`config.mk`:
```
export PLATFORM = sky130hd
export DESIGN_NAME = sacq_top
export DESIGN_NICKNAME = d
export VERILOG_FILES = /design/src/inc/sacq_pkg.sv /design/src/inc/sacq_edge_if.sv /design/src/inc/sacq_sar_if.sv /design/src/hw/sacq_top.sv /design/src/hw/sacq_edge_sync.sv /design/src/hw/sacq_sar.sv
export VERILOG_INCLUDE_DIRS = /design/src /design/src/inc
export SDC_FILE = /design/constraint.sdc
export NUM_CORES = 1
export LEC_CHECK = 0
export ABC_CLOCK_PERIOD_IN_PS = 7250
export BUFFER_PORTS_ARGS = -buffer_cell sky130_fd_sc_hd__buf_2
export CAP_MARGIN = 20
export CORE_ASPECT_RATIO = 0.6
export CORE_UTILIZATION = 60
export DETAILED_ROUTE_END_ITERATION = 10
export MAX_ROUTING_LAYER = met4
export PLACE_DENSITY = 0.86
export SYNTH_ARGS = -nofsm -noshare
export SYNTH_HDL_FRONTEND = slang
export SYNTH_SLANG_ARGS = --single-unit
```
`constraint.sdc`:
```
create_clock -name I_CLK -period 7.25 [get_ports I_CLK]
set_clock_uncertainty 0.1 [all_clocks]
set_input_delay 0.3625 -clock I_CLK [delete_from_list [all_inputs] [get_ports I_CLK]]
set_output_delay 0.3625 -clock I_CLK [all_outputs]
set_load 0.02 [all_outputs]
```
`src/inc/sacq_consts.svh`:
```
// Constants for the serial sampling converter readout and standby block.
// Assumes it is included by bare name by every file that needs a count,
// width, field limit or reset value; definitions only.
//
// Overview of operation
// After power-up the block is active, ready to convert, with no standby.
// Two strobe rises without a shift clock rise enter light standby.
// Light standby keeps the internal reference powered.
// Any shift clock rise wakes from either standby; conversion may follow.
// Four strobe rises without a shift clock rise enter deep standby.
// The master enters deep standby at most once every 2 ms.
// A strobe rise starts conversion; further rises ignored for 16 clock rises.
// The master gives at least 17 clock rises between strobe rises.
// One extra clock period gives the sample-and-hold 39 ns acquisition.
// Strobe duty cycle is free; keep it low over 15 ns before rising.
// Each shift clock rise steps the conversion and updates the output bit; the code steps only on rises 3..16 (3..14 when narrow).
// Result bits leave MSB first from the third clock rise after the strobe.
// The whole result is delivered within 16 clock periods after the strobe.
// The master captures the result on the shift clock falling edge.
// With 17 or more clocks the 14-bit result is right-justified in 16 bits.
// The data pin is undriven after power-up and whenever not sending bits.
// Each bit is valid by the next shift clock rise after its launch.
// The result is natural binary, 16384 or 4096 steps of full scale.
// Over full scale the code saturates at ones, below zero at zeros.
// The receiver masks undriven word positions and keeps the result field.
`ifndef SACQ_CONSTS_SVH
`define SACQ_CONSTS_SVH

`define SACQ_CODE_W      14
`define SACQ_IN_W        16
`define SACQ_CNT_W       5
`define SACQ_STB_W       3
`define SACQ_POS_W       4
`define SACQ_MSB14       4'h0d
`define SACQ_MSB12       4'h0b
`define SACQ_EDGE_FIRST  5'h03
`define SACQ_EDGE_LAST14 5'h10
`define SACQ_EDGE_LAST12 5'h0e
`define SACQ_EDGE_TRACK  5'h10
`define SACQ_EDGE_HIZ    5'h11
`define SACQ_STB_LIGHT   3'h2
`define SACQ_STB_DEEP    3'h4
`define SACQ_CODE_MAX    14'h3fff
`define SACQ_CODE_ZERO   14'h0000
`define SACQ_IN_MAX      16'sh3fff
`define SACQ_NARROW_SH   2

`endif

```
`src/inc/sacq_pkg.sv`:
```
// Types shared by the converter readout modules.
// Assumes the constants header is visible wherever these types are used.
package sacq_pkg;

	// Power state, one-hot.
	typedef enum logic [2:0] {
		PWR_ACTIVE = 3'b001,
		PWR_LIGHT  = 3'b010,
		PWR_DEEP   = 3'b100
	} sacq_power_type;

	// Conversion frame state, one-hot.
	typedef enum logic [2:0] {
		CV_TRACK   = 3'b001,
		CV_CONVERT = 3'b010,
		CV_TAIL    = 3'b100
	} sacq_conversion_strobe_type;

	typedef logic [13:0] sacq_code_type;

endpackage : sacq_pkg

```
`src/inc/sacq_edge_if.sv`:
```
// Carrier for a synchronised pin level and its rising-edge pulse.
// Assumes a single clock domain shared by source and destination.
`timescale 1ns/1ps
`default_nettype none
interface sacq_edge_if;
	logic level;
	logic rise;
	modport src (output level, output rise);
	modport dst (input level, input rise);
endinterface : sacq_edge_if
`default_nettype wire

```
`src/inc/sacq_sar_if.sv`:
```
// Carrier between the frame sequencer and the successive-approximation core.
// Assumes both ends run on the same clock.
`timescale 1ns/1ps
`default_nettype none
interface sacq_sar_if;
	import sacq_pkg::*;
	logic                load;
	logic                step;
	logic                wide;
	logic signed [15:0]  sample;
	logic                bit_val;
	modport ctl (output load, output step, output wide, output sample, input bit_val);
	modport sar (input load, input step, input wide, input sample, output bit_val);
endinterface : sacq_sar_if
`default_nettype wire

```
`src/hw/sacq_top.sv`:
```
// Digital side of a sampling converter: frame sequencer, standby control,
// and three-state serial result output.
// Assumes strobe, shift clock, variant strap and input code are asynchronous
// pins, and that the shift clock is well below a quarter of I_CLK.
`include "sacq_consts.svh"
`timescale 1ns/1ps
`default_nettype none
module sacq_top import sacq_pkg::*; (
	input  wire logic               I_CLK,
	input  wire logic               I_RST,
	input  wire logic               I_CONVERSION_STROBE,
	input  wire logic               I_SHIFT_CLOCK,
	input  wire logic               I_VARIANT_14,
	input  wire logic signed [15:0] I_INPUT_CODE,
	output logic                    O_SERIAL_RESULT_OUT,
	output logic                    O_SERIAL_RESULT_OE,
	output logic                    O_LIGHT_STANDBY,
	output logic                    O_DEEP_STANDBY,
	output logic                    O_REF_POWERED,
	output logic                    O_TRACKING
);
	sacq_edge_if conversion_strobe_if ();
	sacq_edge_if sck_if ();
	sacq_edge_if var_if ();
	sacq_sar_if  sar_if ();

	sacq_power_type          power;
	sacq_power_type          next_power;
	logic [`SACQ_STB_W-1:0]  strobes;
	logic [`SACQ_STB_W-1:0]  next_strobes;
	logic [`SACQ_STB_W-1:0]  base_strobes;
	sacq_conversion_strobe_type           conversion_strobe_state;
	sacq_conversion_strobe_type           next_conversion_strobe_state;
	logic [`SACQ_CNT_W-1:0]  edge_cnt;
	logic [`SACQ_CNT_W-1:0]  next_edge_cnt;
	logic [`SACQ_CNT_W-1:0]  last_edge;
	logic                    oe;
	logic                    next_oe;
	logic                    wide;
	logic                    next_wide;
	logic signed [15:0]      code_meta;
	logic signed [15:0]      code_sync;
	logic signed [15:0]      next_code_meta;
	logic signed [15:0]      next_code_sync;
	logic                    start;
	logic                    step;

	// Pin synchronisers; strobe, shift clock and strap each pass two flops before any logic.
	sacq_edge_sync u_conversion_strobe_sync (
		.i_clk   (I_CLK),
		.i_rst   (I_RST),
		.i_pin   (I_CONVERSION_STROBE),
		.edge_if (conversion_strobe_if)
	);
	sacq_edge_sync u_sck_sync (
		.i_clk   (I_CLK),
		.i_rst   (I_RST),
		.i_pin   (I_SHIFT_CLOCK),
		.edge_if (sck_if)
	);
	sacq_edge_sync u_var_sync (
		.i_clk   (I_CLK),
		.i_rst   (I_RST),
		.i_pin   (I_VARIANT_14),
		.edge_if (var_if)
	);

	// The input code is treated as quasi-static; a wide two-flop stage is
	// enough because it is only sampled at a strobe edge.
	always_comb begin
		next_code_meta = I_INPUT_CODE;
		next_code_sync = code_meta;
	end

	always_ff @(posedge I_CLK) begin
		if (I_RST) begin
			code_meta <= 16'sh0000;
			code_sync <= 16'sh0000;
		end else begin
			code_meta <= next_code_meta;
			code_sync <= next_code_sync;
		end
	end

	// The variant strap is caught while reset is held and kept afterwards.
	always_comb begin
		next_wide = I_RST ? var_if.level : wide;
	end

	always_ff @(posedge I_CLK) begin
		wide <= next_wide;
	end

	// Strobe rises are counted since the last shift clock rise; a shift
	// clock rise in the same cycle is taken as coming first.
	always_comb begin
		base_strobes = sck_if.rise ? 3'h0 : strobes;
		next_strobes = base_strobes;
		if (conversion_strobe_if.rise && (base_strobes < `SACQ_STB_DEEP)) begin
			next_strobes = base_strobes + 3'h1;
		end
		if (next_strobes >= `SACQ_STB_DEEP) begin
			next_power = PWR_DEEP;
		end else if (next_strobes >= `SACQ_STB_LIGHT) begin
			next_power = PWR_LIGHT;
		end else begin
			next_power = PWR_ACTIVE;
		end
	end

	always_ff @(posedge I_CLK) begin
		if (I_RST) begin
			strobes <= 3'h0;
			power   <= PWR_ACTIVE;
		end else begin
			strobes <= next_strobes;
			power   <= next_power;
		end
	end

	// Frame sequencer. A strobe is only honoured while tracking or after
	// the sixteenth clock rise; entering standby abandons the frame so
	// that the data pin is released and a fresh strobe starts over.
	always_comb begin
		last_edge       = wide ? `SACQ_EDGE_LAST14 : `SACQ_EDGE_LAST12;
		next_conversion_strobe_state = conversion_strobe_state;
		next_edge_cnt   = edge_cnt;
		start           = 1'b0;
		step            = 1'b0;
		unique case (conversion_strobe_state)
			CV_TRACK: begin
				if (conversion_strobe_if.rise) begin
					start = 1'b1;
				end
			end
			CV_CONVERT: begin
				if (sck_if.rise) begin
					next_edge_cnt = edge_cnt + 5'h01;
					step = (next_edge_cnt >= `SACQ_EDGE_FIRST) &&
						(next_edge_cnt <= last_edge);
					if (next_edge_cnt == `SACQ_EDGE_TRACK) begin
						next_conversion_strobe_state = CV_TAIL;
					end
				end
			end
			CV_TAIL: begin
				if (sck_if.rise) begin
					next_edge_cnt   = `SACQ_EDGE_HIZ;
					next_conversion_strobe_state = CV_TRACK;
				end else if (conversion_strobe_if.rise) begin
					start = 1'b1;
				end
			end
		endcase
		if (start) begin
			next_conversion_strobe_state = CV_CONVERT;
			next_edge_cnt   = 5'h00;
		end
		if (next_power != PWR_ACTIVE) begin
			start           = 1'b0;
			step            = 1'b0;
			next_conversion_strobe_state = CV_TRACK;
			next_edge_cnt   = `SACQ_EDGE_HIZ;
		end
		// Bits 3..16 (3..14 when narrow) of the frame carry the result; the 14-bit result is right-justified in 16.
		next_oe = (next_conversion_strobe_state != CV_TRACK) &&
			(next_edge_cnt >= `SACQ_EDGE_FIRST) &&
			(next_edge_cnt <= last_edge);
	end

	always_ff @(posedge I_CLK) begin
		if (I_RST) begin
			conversion_strobe_state <= CV_TRACK;
			edge_cnt   <= `SACQ_EDGE_HIZ;
			oe         <= 1'b0;
		end else begin
			conversion_strobe_state <= next_conversion_strobe_state;
			edge_cnt   <= next_edge_cnt;
			oe         <= next_oe;
		end
	end

	// Drive the core; the sample is taken at the strobe edge.
	assign sar_if.load   = start;
	assign sar_if.step   = step;
	assign sar_if.wide   = wide;
	assign sar_if.sample = code_sync;

	sacq_sar u_sar (
		.i_clk  (I_CLK),
		.i_rst  (I_RST),
		.sar_if (sar_if)
	);

	// Bit and enable both settle one cycle after the synchronised edge,
	// well inside one shift clock period.
	assign O_SERIAL_RESULT_OUT = sar_if.bit_val;
	assign O_SERIAL_RESULT_OE  = oe;
	assign O_LIGHT_STANDBY     = (power == PWR_LIGHT);
	assign O_DEEP_STANDBY      = (power == PWR_DEEP);
	assign O_REF_POWERED       = (power != PWR_DEEP);
	assign O_TRACKING          = (conversion_strobe_state == CV_TRACK);

	a_reset_active : assert property (@(posedge I_CLK)
		I_RST |=> (power == PWR_ACTIVE) && !O_SERIAL_RESULT_OE && O_TRACKING)
		else $error("not active and idle after reset");

	a_light_entry : assert property (@(posedge I_CLK) disable iff (I_RST)
		(strobes == 3'h1) && conversion_strobe_if.rise && !sck_if.rise |=> O_LIGHT_STANDBY)
		else $error("second strobe without clock did not enter light standby");

	a_ref_light : assert property (@(posedge I_CLK) disable iff (I_RST)
		O_LIGHT_STANDBY |-> O_REF_POWERED && !O_DEEP_STANDBY)
		else $error("reference off during light standby");

	a_wake_edge : assert property (@(posedge I_CLK) disable iff (I_RST)
		sck_if.rise && !conversion_strobe_if.rise |=> !O_LIGHT_STANDBY && !O_DEEP_STANDBY)
		else $error("shift clock rise did not wake the block");

	a_deep_entry : assert property (@(posedge I_CLK) disable iff (I_RST)
		(strobes == 3'h3) && conversion_strobe_if.rise && !sck_if.rise
		|=> O_DEEP_STANDBY && !O_REF_POWERED)
		else $error("fourth strobe without clock did not enter deep standby");

	a_strobe_ignored : assert property (@(posedge I_CLK) disable iff (I_RST)
		(conversion_strobe_state == CV_CONVERT) && (strobes == 3'h0) && conversion_strobe_if.rise
		&& !sck_if.rise |=> (conversion_strobe_state == CV_CONVERT) && $stable(edge_cnt))
		else $error("strobe during conversion was not ignored");

	a_data_start : assert property (@(posedge I_CLK) disable iff (I_RST)
		(conversion_strobe_state == CV_CONVERT) && (edge_cnt == 5'h02) && sck_if.rise
		&& !conversion_strobe_if.rise |=> O_SERIAL_RESULT_OE)
		else $error("data not driven from the third clock rise");

	a_data_end : assert property (@(posedge I_CLK) disable iff (I_RST)
		(conversion_strobe_state == CV_TAIL) && sck_if.rise |=> !O_SERIAL_RESULT_OE ##1
		!O_SERIAL_RESULT_OE)
		else $error("data still driven after the seventeenth clock rise");

	a_hiz_track : assert property (@(posedge I_CLK) disable iff (I_RST)
		O_TRACKING |-> !O_SERIAL_RESULT_OE)
		else $error("data pin driven while tracking");

	a_step_edge : assert property (@(posedge I_CLK) disable iff (I_RST)
		sar_if.step |-> sck_if.rise ##1 O_SERIAL_RESULT_OE)
		else $error("bit update not tied to a shift clock rise");

	c_full_frame : cover property (@(posedge I_CLK) disable iff (I_RST)
		(conversion_strobe_state == CV_CONVERT) && sck_if.rise && (edge_cnt == 5'h0f));
	c_light : cover property (@(posedge I_CLK) disable iff (I_RST)
		$rose(O_LIGHT_STANDBY));
	c_deep : cover property (@(posedge I_CLK) disable iff (I_RST)
		$rose(O_DEEP_STANDBY));
	c_back_to_back : cover property (@(posedge I_CLK) disable iff (I_RST)
		(conversion_strobe_state == CV_TAIL) && conversion_strobe_if.rise);

endmodule : sacq_top
`default_nettype wire

```
`src/hw/sacq_edge_sync.sv`:
```
// Two-flop synchroniser with rising-edge detection for one pin.
// Assumes the pin is asynchronous to i_clk and its pulses last several cycles.
`timescale 1ns/1ps
`default_nettype none
module sacq_edge_sync (
	input  wire logic i_clk,
	input  wire logic i_rst,
	input  wire logic i_pin,
	sacq_edge_if.src  edge_if
);
	logic meta;
	logic stable;
	logic prev;
	logic next_meta;
	logic next_stable;
	logic next_prev;

	// Only the second flop and the history flop feed the edge detector.
	always_comb begin
		next_meta   = i_pin;
		next_stable = meta;
		next_prev   = stable;
	end

	// The chain keeps sampling through reset so that a strap level has
	// settled before reset ends; the history flop follows the second flop,
	// so no false edge appears at release.
	always_ff @(posedge i_clk) begin
		meta   <= next_meta;
		stable <= next_stable;
		prev   <= next_prev;
	end

	// The rise pulse lasts one cycle per pin edge and is held off in reset.
	assign edge_if.level = stable;
	assign edge_if.rise  = stable & ~prev & ~i_rst;

endmodule : sacq_edge_sync
`default_nettype wire

```
`src/hw/sacq_sar.sv`:
```
// Successive-approximation core: holds a sample and decides one bit per step.
// Assumes load and step are one-cycle pulses that never coincide.
`include "sacq_consts.svh"
`timescale 1ns/1ps
`default_nettype none
module sacq_sar import sacq_pkg::*; (
	input  wire logic i_clk,
	input  wire logic i_rst,
	sacq_sar_if.sar   sar_if
);
	sacq_code_type          held;
	sacq_code_type          result;
	logic [`SACQ_POS_W-1:0] pos;
	logic                   bit_val;
	sacq_code_type          next_held;
	sacq_code_type          next_result;
	logic [`SACQ_POS_W-1:0] next_pos;
	logic                   next_bit_val;
	sacq_code_type          trial;
	logic                   first_pend;
	logic                   next_first_pend;

	// Clamp the input to the code range, then drop to 12 bits if narrow.
	function automatic sacq_code_type saturate(input logic signed [15:0] v,
		input logic wide);
		sacq_code_type c;
		if (v < 16'sh0000) begin
			c = `SACQ_CODE_ZERO;
		end else if (v > `SACQ_IN_MAX) begin
			c = `SACQ_CODE_MAX;
		end else begin
			c = v[13:0];
		end
		saturate = wide ? c : (c >> `SACQ_NARROW_SH);
	endfunction : saturate

	// Each step trials the next weight against the held value.
	always_comb begin
		trial        = result | (14'h0001 << pos);
		next_held    = held;
		next_result  = result;
		next_pos     = pos;
		next_bit_val = bit_val;
		if (sar_if.load) begin
			next_held    = saturate(sar_if.sample, sar_if.wide);
			next_result  = `SACQ_CODE_ZERO;
			next_pos     = sar_if.wide ? `SACQ_MSB14 : `SACQ_MSB12;
			next_bit_val = 1'b0;
		end else if (sar_if.step) begin
			next_bit_val = (held >= trial);
			next_result  = (held >= trial) ? trial : result;
			next_pos     = (pos != 4'h0) ? pos - 4'h1 : pos;
		end
	end

	always_ff @(posedge i_clk) begin
		if (i_rst) begin
			held    <= `SACQ_CODE_ZERO;
			result  <= `SACQ_CODE_ZERO;
			pos     <= `SACQ_MSB14;
			bit_val <= 1'b0;
		end else begin
			held    <= next_held;
			result  <= next_result;
			pos     <= next_pos;
			bit_val <= next_bit_val;
		end
	end

	assign sar_if.bit_val = bit_val;

	// Check helper: high from a load until the first step after it, so the
	// first-bit check needs no open-ended wait between load and step.
	always_comb begin
		next_first_pend = first_pend;
		if (sar_if.load) begin
			next_first_pend = 1'b1;
		end else if (sar_if.step) begin
			next_first_pend = 1'b0;
		end
	end

	always_ff @(posedge i_clk) begin
		if (i_rst) begin
			first_pend <= 1'b0;
		end else begin
			first_pend <= next_first_pend;
		end
	end

	a_sat_high : assert property (@(posedge i_clk) disable iff (i_rst)
		sar_if.load && sar_if.wide && (sar_if.sample > `SACQ_IN_MAX)
		|=> held == `SACQ_CODE_MAX)
		else $error("over-range sample did not saturate high");
	a_sat_low : assert property (@(posedge i_clk) disable iff (i_rst)
		sar_if.load && (sar_if.sample < 16'sh0000) |=> held == `SACQ_CODE_ZERO)
		else $error("negative sample did not saturate low");
	a_msb_first : assert property (@(posedge i_clk) disable iff (i_rst)
		first_pend && sar_if.step
		|=> bit_val == (sar_if.wide ? held[13] : held[11]))
		else $error("first bit out is not the MSB");

endmodule : sacq_sar
`default_nettype wire

```
### Word-level counts from Yosys, hierarchy flattened

Cells that the tools add are included.
W data, S select, Z words.

* register bits after elaboration: 89
* output and inout port bits: 6

* $add $sub $neg: 3
* magnitude comparators: 10
* equal/unequal tests: 9
* shift operators: 1
* muxes and demuxes: 30
* bitwise gates (word level): 8
* reduce and logical (&&, ||, !) cells: 10

Operators with widths (count)
* $mux W14: 3
* $mux W3: 9
* $mux W5: 5
* $gt A16 B15 Y1 const B: 1
* $lt A16 B1 Y1 const B: 1
* $ge A14 B14 Y1: 1
* $or A14 B14 Y14: 1
* $shl A1 B4 Y14 const A: 1
* $mux W4: 3
* $ge A5 B2 Y1 const B: 2
* $le A5 B5 Y1: 2
* $pmux W5 S2: 1
* $eq A3 B2 Y1 const B: 2
* $eq A3 B3 Y1 const B: 2
* $mux W1: 6
* $ne A3 B1 Y1 const B: 2
* $pmux W3 S2: 1
* $add A5 B1 Y5 const B: 1
* $eq A5 B5 Y1 const B: 1
* $and A1 B1 Y1: 4
* $logic_and A1 B1 Y1: 4
* $reduce_and A2 Y1: 2
* $reduce_bool A2 Y1: 2
* $reduce_bool A4 Y1: 1
* other kinds (11): 13

### Longest topological paths before layout

Gate-level depths: netlist (run 1).

* depth in word-level cells: 15
* mapped depth: 15
* mapped depth without buffers: 14

### By module

A second synthesis (run 1) with hierarchy kept.

* cell total of the unflattened synthesis: 477
* area total of the unflattened synthesis: 4254.1 µm²

Modules (own cells, without submodules)
* sacq_top: instances 1, cells each 226, area an instance 2095.8 µm², sequential area each 950.9 µm²
* sacq_sar: instances 1, cells each 239, area an instance 1940.6 µm², sequential area each 660.6 µm²
* sacq_edge_sync: instances 3, cells each 4, area an instance 72.6 µm², sequential area each 60.1 µm²

### Worst setup path after synthesis (run 1)

OpenSTA, ideal clock, no wires.

* kind: input-to-reg
* start: input port I_RST
* end: register oe, in the netlist O_SERIAL_RESULT_OE
* setup time: 60 ps
* arrival time: 3175 ps
* data required time: 7090 ps
* setup slack: 3915 ps
* cell stages on the path: 15
* path buffers: 1
* path through: buf_2 -> nor3b_2 -> inv_1 -> and2_1 -> ha_1 -> nand2b_1 -> o221ai_2 -> a21boi_0 -> a21boi_0 -> ha_1 -> nor2b_1 -> o21a_1 -> o21a_1 -> o22ai_1 -> o311a_1

* cells in the longest elaborated chain, start to end: 14
* elaborated cells on any way between the ends: 31
* those cells by class: add/sub: 1; order compare: 5; eq/ne: 2; mux: 17; bitwise: 3; reduce/logical: 3

Ends and longest elaborated chain
* start: declaration: RTL line sacq_top.sv:10 `input wire logic I_RST,`
* $not A1 Y1 (*)
* $and A1 B1 Y1: RTL line sacq_edge_sync.sv:36 `assign edge_if.rise = stable & ~prev & ~i_rst;`
* $mux W3: RTL line sacq_top.sv:97 `base_strobes = sck_if.rise ? 3'h0 : strobes;`
* $lt A3 B3 Y1 (no line)
* $logic_and A1 B1 Y1: RTL line sacq_top.sv:99 `` if (conversion_strobe_if.rise && (base_strobes < `SACQ_STB_DEEP)) begin ``
* $mux W3: RTL line sacq_top.sv:99
* $ge A3 B2 Y1 (no line)
* $mux W2: RTL line sacq_top.sv:104 `` end else if (next_strobes >= `SACQ_STB_LIGHT) begin ``
* $mux W3: RTL line sacq_top.sv:102 `` if (next_strobes >= `SACQ_STB_DEEP) begin ``
* $ne A3 B1 Y1: RTL line sacq_top.sv:159 `if (next_power != PWR_ACTIVE) begin`
* $mux W5 (*): RTL line sacq_top.sv:159
* named net next_edge_cnt[2]: RTL line sacq_top.sv:35 `` logic [`SACQ_CNT_W-1:0] next_edge_cnt; ``
* $ge A5 B2 Y1 (no line)
* $logic_and A1 B1 Y1: RTL line sacq_top.sv:166 `next_oe = (next_conversion_strobe_state != CV_TRACK) &&`
* $logic_and A1 B1 Y1 (*): RTL line sacq_top.sv:166
* end signal: assignment: RTL line sacq_top.sv:179 `oe <= next_oe;`
* end: declaration: RTL line sacq_top.sv:37 `logic oe;`

The timed path passes the listed nets; every way through them passes the cells marked *.
A chain may end at the register's enable or synchronous reset.

### Worst setup path after layout (run 1)

Same ends and word-level chain as after synthesis.

==> results.json, run 1 <==
{
  "first_iter_violations": 206,
  "p_clk_frac": 0.419,
  "coreArea_um2": 6730,
  "maximum_number_of_pins_on_one_net_before_global_route_repair": 67,
  "cts_num_sinks": 88,
  "fmax_mhz": 261,
  "critPathCapture": "O_SERIAL_RESULT_OE",
  "path_clk_slew_ps": 60,
  "drc": 0,
  "met2RoutedLength_um": 4140,
  "synth.most_common_cell": "sky130_fd_sc_hd__dfxtp_1",
  "power_switching_share": 0.251,
  "total_power_uw": 1040,
  "fin_cells": 571,
  "top_signal_layer_used": "met4",
  "grt_pass1_wl_um": 14800,
  "regToRegEndpoint": "O_SERIAL_RESULT_OE",
  "power.density_cell_area_nw_per_um2": 224,
  "path_class": "input pin to flop",
  "status": "finished clean",
  "power.ir.vdd_worst_mv": 0.212,
  "number_of_antenna_violations_at_the_first_check_in_global_routing": 0,
  "detailed_place_hpwl_um": 6210,
  "setup.worst_path.start": "I_RST",
  "initial_core_util": 0.628,
  "crit_required_ps": 7440,
  "synth_top_area_cell": "sky130_fd_sc_hd__dfxtp_1",
  "place_ws_ps": 3070,
  "combPwrFrac": 0.082,
  "dr_total_vias": 3359,
  "r2r.worst_path.cells": 14,
  "ctsHtreeMaxLevel": 3,
  "synth-edff-count": 1,
  "post_synth_main_area_contributors": "sky130_fd_sc_hd__dfxtp_1, sky130_fd_sc_hd__ha_1, sky130_fd_sc_hd__nor2b_1, sky130_fd_sc_hd__a21oi_1, sky130_fd_sc_hd__nor2_1",
  "routed_wirelength_um": 8780,
  "syn-mean-instance-area_um2": 9.08,
  "timing.final.max_slew_violations": 0,
  "postRouteAntennaNets": 0,
  "hold_path.startpoint": "I_VARIANT_14",
  "insertion_delay_ps": 350,
  "grt.overflow.total": 0,
  "cp-start-kind": "input pin",
  "final_critical_path_setup_slack_ps": 3420,
  "die_area_um2": 7400,
  "register_bit_count_reported_by_yosys": 88,
  "net-switching-power_uw": 260,
  "met3WireLength_um": 421,
  "syn-cell-area_um2": 4230,
  "critical_path_fanouts_max": 66,
  "tightestPinTransition_ps": 981,
  "postPlaceCellArea_um2": 4360,
  "worst-endpoint-arrival_ps": 4030,
  "leakage_uw": 0.00187,
  "async_reset_ff_frac": 0,
  "ys.flop_type": "sky130_fd_sc_hd__dfxtp_1",
  "min_period_over_period": 0.529,
  "internal_power_uw": 778,
  "count_of_buffers_added_by_post_cts_timing_repair_for_setup": 0,
  "drv_cap": 0,
  "globalRouteTotalUtil": 0.274,
  "yosys.cell_types.count": 65,
  "reg2reg_slack_ps": 3490,
  "floorplan.rows": 23,
  "detail_route.wirelength.met1_um": 4060,
  "finish.net_count": 532,
  "layout-drive-gt1-share": 0.122,
  "finalSetupViolCount": 0,
  "hold_class": "input pin to flop",
  "pwr-share-seq": 0.498,
  "synth_top_cells_by_count": "sky130_fd_sc_hd__dfxtp_1, sky130_fd_sc_hd__nor2_1, sky130_fd_sc_hd__nor2b_1",
  "die_x_um": 110,
  "post_drt_wl_per_cell_um": 15.4,
  "vias_in_the_first_global_route": 3140,
  "area_growth_pct": 9.67,
  "endpoint_kind": "flop",
  "first_pass_iters": 4,
  "stdcell_area_um2": 4640,
  "timing.max_slew.rel_slack": 0.346,
  "yosysWarnings": 0,
  "number_of_placed_cells_counting_well_taps": 555,
  "hold_viol": 0,
  "port_buffers": 26,
  "antennaDiodeCount": 0,
  "chipHeight_um": 67.0,
  "detail_route.vias_per_cell": 5.88,
  "fin_crit_ps": 3830,
  "finalWeightedCongestion": 0.922,
  "cts_tree": "built",
  "post_cts.resized_instances": 0,
  "critical_path.reg2reg.startpoint": "u_sck_sync.edge_if.level",
  "synth_fp_nets": 519,
  "clk_path_buf_depth": 2,
  "rsz0062_at_grt": "false",
  "io_pins": 27,
  "num-fill-cells": 527,
  "tns_ps": 0,
  "root_buffer_selected_by_cts": "sky130_fd_sc_hd__clkbuf_16",
  "cts_buffers": 9,
  "post-synth-top-area-fraction": 0.412,
  "synth_sequential_area_ratio": 0.419,
  "netlist_instances": 466,
  "holdBufCountCts": 0
}
==> worst min-delay path by stage <==
| stage | endpoint | depth (start not counted) | slack, ps |
|---|---|---|---|
| CTS | u_sck_sync.meta | 1 | 9 |
| global route | u_conversion_strobe_sync.meta | 1 | 6 |
| global placement | u_sck_sync.edge_if.level | 0 | 210 |
| finish | u_var_sync.meta | 1 | 20 |
| floorplan | u_conversion_strobe_sync.edge_if.level | 0 | 210 |
| detailed placement | u_sck_sync.edge_if.level | 0 | 220 |
==> per-layer routing <==
layer  track usage  up-vias
li1              -     1671
met1         0.330     1587
met2         0.446       87
met3        0.0705       14
met4        0.0970        0
met5             -        -
==> per-stage QoR <==
step                      hold slack [ps]  utilization
final                                15.2        0.689
after global routing                 6.15        0.689
after global placement                212        0.647
after detailed placement              217        0.647
after CTS                            8.94        0.689
after floorplan                       210            -
==> cell usage in the layout, fill, tap and decap left out, types with 14 or more instances in the layout <==
cell type / n
sky130_fd_sc_hd__nor2b_1: 46
sky130_fd_sc_hd__inv_1: 15
sky130_fd_sc_hd__ha_1: 32
sky130_fd_sc_hd__nand2_1: 21
sky130_fd_sc_hd__nor2_1: 50
sky130_fd_sc_hd__a21oi_1: 39
sky130_fd_sc_hd__a211oi_1: 14
sky130_fd_sc_hd__o21a_1: 16
sky130_fd_sc_hd__dfxtp_1: 87
sky130_fd_sc_hd__buf_2: 26
sky130_fd_sc_hd__nor3_1: 15
==> logic make-up after synthesis <==
family / count (synthesis) / share of synthesized area
buffers and inverters: 40 / 0.0417
xor gates and xnor gates: 5 / 0.0104
DFF: 88 / 0.419
and+or+nand+nor: 184 / 0.242
AOI/OAI and AO/OA: 117 / 0.192
adders and majority gates: 32 / 0.0947
==> worst max-delay path, stage by stage <==
cell                       delay [ps]
sky130_fd_sc_hd__buf_2            100
sky130_fd_sc_hd__buf_4            300
sky130_fd_sc_hd__nor3b_2          360
sky130_fd_sc_hd__inv_1            190
sky130_fd_sc_hd__and2_1           210
sky130_fd_sc_hd__ha_1             250
sky130_fd_sc_hd__nand2b_1         190
sky130_fd_sc_hd__o221ai_2         250
sky130_fd_sc_hd__a21boi_0         350
sky130_fd_sc_hd__a21boi_0         390
sky130_fd_sc_hd__ha_1             320
sky130_fd_sc_hd__nor2b_1          140
sky130_fd_sc_hd__o21a_1           160
sky130_fd_sc_hd__o21a_1           160
sky130_fd_sc_hd__o22ai_1          120
sky130_fd_sc_hd__o311a_1          170
==> power by group through the flow <==
stage          Sequential (uW)  Combinational [uW]  Clock [uW]
6_report                   517                85.6         435
5_1_grt                    519                96.3         465
4_1_cts                    517                85.2         442
3_5_place_dp               527                84.3           0
3_3_place_gp               526                80.2           0
2_1_floorplan              518                70.6           0
==> flip-flops by register name, summed over array words and instances (netlist names), 2 cells and up <==
name,flops
strobes,2
code_meta,16
power,3
conversion_strobe_state,3
u_sar.pos,4
code_sync,16
u_sar.held,14
edge_cnt,5
u_sar.result,14
==> layout make-up <==
type                            instances  area, um^2  share of cell area
Timing Repair Buffer                   27         138              0.0297
Inverter                               15        56.3              0.0121
Tap cell                               87         109              0.0235
Sequential cell                        88        1770               0.382
Clock buffer                           10         239              0.0515
Clock inverter                          6        43.8             0.00944
Multi-Input combinational cell        338        2280               0.492
Power figures use the tool's default switching activity.
==> run 2: changes to the inputs <==
--- a/config.mk
+++ b/config.mk
@@ -6,14 +6,14 @@
 export SDC_FILE = /design/constraint.sdc
 export NUM_CORES = 1
 export LEC_CHECK = 0
-export ABC_CLOCK_PERIOD_IN_PS = 7250
+export ABC_CLOCK_PERIOD_IN_PS = 3400
 export BUFFER_PORTS_ARGS = -buffer_cell sky130_fd_sc_hd__buf_2
 export CAP_MARGIN = 20
 export CORE_ASPECT_RATIO = 0.6
-export CORE_UTILIZATION = 60
+export CORE_UTILIZATION = 54
 export DETAILED_ROUTE_END_ITERATION = 10
 export MAX_ROUTING_LAYER = met4
-export PLACE_DENSITY = 0.86
+export PLACE_DENSITY = 0.82
 export SYNTH_ARGS = -nofsm -noshare
 export SYNTH_HDL_FRONTEND = slang
 export SYNTH_SLANG_ARGS = --single-unit
==> constraint.sdc (replaced) <==
create_clock -name I_CLK -period 3.4 [get_ports I_CLK]
set_clock_uncertainty 0.1 [all_clocks]
set_input_delay 0.17 -clock I_CLK [delete_from_list [all_inputs] [get_ports I_CLK]]
set_output_delay 0.17 -clock I_CLK [all_outputs]
set_load 0.02 [all_outputs]
==> results.json, run 2 (synthesized netlist as in run 1, its figures left out) <==
{
  "status": "finished clean",
  "antennaDiodeCount": 0,
  "first_iter_violations": 244,
  "area_growth_pct": 17.2,
  "path_clk_slew_ps": 60,
  "r2r.worst_path.cells": 14,
  "number_of_placed_cells_counting_well_taps": 582,
  "crit_required_ps": 3590,
  "utilization": 0.668,
  "io_pins": 27,
  "number_of_antenna_violations_at_the_first_check_in_global_routing": 0,
  "drc": 0,
  "routed_wirelength_um": 9500,
  "worst-endpoint-arrival_ps": 3350,
  "timing.max_slew.rel_slack": 0.553,
  "detail_route.vias_per_cell": 5.65,
  "cts_tree": "built",
  "hold_viol": 0,
  "cp-start-kind": "flop",
  "hold_class": "input pin to flop",
  "timing.final.max_slew_violations": 0,
  "drv_cap": 0,
  "power.density_cell_area_nw_per_um2": 452,
  "die_x_um": 116,
  "most-common-layout-cells": "sky130_fd_sc_hd__dfxtp_1, sky130_fd_sc_hd__nor2_1, sky130_fd_sc_hd__nor2b_1",
  "fin_crit_ps": 3170,
  "critical_path_fanouts_max": 5,
  "cts_buffers": 9,
  "min_path_cells": 2,
  "insertion_delay_ps": 340,
  "ctsHtreeMaxLevel": 3,
  "finalSetupViolCount": 0,
  "globalRouteTotalUtil": 0.258,
  "total_power_uw": 2240,
  "fin_cells": 618,
  "layout-drive-gt1-share": 0.140,
  "post_drt_wl_per_cell_um": 15.4,
  "final_critical_path_setup_slack_ps": 235,
  "grt_pass1_wl_um": 15500,
  "coreArea_um2": 7420,
  "reg.largest.list": "code_meta (16), code_sync (16)",
  "chipHeight_um": 70.6,
  "grt.overflow.total": 0,
  "maximum_number_of_pins_on_one_net_before_global_route_repair": 62,
  "fmax_mhz": 316,
  "detailed_place_hpwl_um": 6460,
  "first_pass_iters": 5,
  "hold_path.startpoint": "I_RST",
  "min_period_over_period": 0.931,
  "regToRegEndpoint": "O_SERIAL_RESULT_OE",
  "dr_total_vias": 3489,
  "cts_num_sinks": 88,
  "rsz0062_at_grt": "false",
  "leakage_uw": 0.00202,
  "critical_path.reg2reg.startpoint": "u_sck_sync.prev",
  "final_common_cell": "sky130_fd_sc_hd__dfxtp_1",
  "endpoint_kind": "flop",
  "finish.net_count": 562,
  "worst_hold_endpoint": "edge_cnt[4]",
  "root_buffer_selected_by_cts": "sky130_fd_sc_hd__clkbuf_16",
  "die_area_um2": 8200,
  "initial_core_util": 0.570,
  "path_class": "flop to flop",
  "finalWeightedCongestion": 0.862,
  "power.ir.vdd_worst_mv": 0.476,
  "port_buffers": 26,
  "reg2reg_slack_ps": 230,
  "floorplan.rows": 24,
  "postRouteAntennaNets": 0,
  "vias_in_the_first_global_route": 3145,
  "tns_ps": 0,
  "tightestPinTransition_ps": 667,
  "place_ws_ps": 41.0,
  "clk_path_buf_depth": 2
}
run 2: changes by cell type in the layout (fill, tap and decap cells not counted), moves of 2 or more:
cell / previous run / this run
sky130_fd_sc_hd__dlygate4sd3_1: 0 / 19
sky130_fd_sc_hd__a21boi_0: 3 / 1
sky130_fd_sc_hd__clkinv_4: 2 / 0
sky130_fd_sc_hd__buf_4: 1 / 11
run 2: worst max path at each step:
| stage | from | endpoint | slack, ps | cells after the start |
|---|---|---|---|---|
| after floorplan | u_sck_sync.prev | O_SERIAL_RESULT_OE | 220 | 14 |
| after global placement | u_sck_sync.prev | O_SERIAL_RESULT_OE | 180 | 14 |
| after CTS | u_sck_sync.edge_if.level | O_SERIAL_RESULT_OE | 20 | 14 |
| final | u_sck_sync.prev | O_SERIAL_RESULT_OE | 230 | 14 |
| after detailed placement | u_sck_sync.edge_if.level | O_SERIAL_RESULT_OE | 40 | 14 |
| after global routing | u_sck_sync.prev | O_SERIAL_RESULT_OE | 20 | 14 |
run 2: critical path, cell delays in order (launching register included):
cell and delay (ps):
sky130_fd_sc_hd__dfxtp_1 380, sky130_fd_sc_hd__nor3b_2 230, sky130_fd_sc_hd__inv_1 100, sky130_fd_sc_hd__and2_1 160, sky130_fd_sc_hd__ha_1 230, sky130_fd_sc_hd__nand2b_1 190, sky130_fd_sc_hd__o221ai_2 190, sky130_fd_sc_hd__a21boi_4 250
sky130_fd_sc_hd__a21boi_1 230, sky130_fd_sc_hd__ha_1 270, sky130_fd_sc_hd__nor2b_1 140, sky130_fd_sc_hd__o21a_1 170, sky130_fd_sc_hd__o21a_1 170, sky130_fd_sc_hd__o22ai_1 120, sky130_fd_sc_hd__o311a_1 170
run 2: repair_timing:
item	4_1_cts	5_1_grt
buffers inserted	0	1
hold endpoints to repair	19	0
setup endpoints to repair	0	2
resized for setup	0	5
hold buffers	19	0
run 2: area by class of cell:
cell class	count	area (um^2)
clock buffers	10	239
clock inverters	6	42.5
repair buffers	57	423
flip-flops and latches	88	1770
multi-input cells	338	2290
inverters	15	56.3
well taps	104	130
fillers	593	2460
run 2: layer usage:
layer	GRT usage	vias to the layer above	wire length, um
met5	-	-	0
met4	0.0840	0	124
met3	0.0728	16	568
met2	0.355	102	4170
met1	0.362	1638	4630
li1	-	1733	-
run 2: per-stage QoR:
step,instance area [um^2],hold WS (ps)
after detailed placement,4450,174
after global routing,4960,40.2
after CTS,4920,1.09
after global placement,4450,173
final,4960,16.1
after floorplan,4230,97.7
run 2: power by group:
group	internal [uW]	switching (uW)
registers	1070	26.3
clock network	516	410
logic	97.1	126
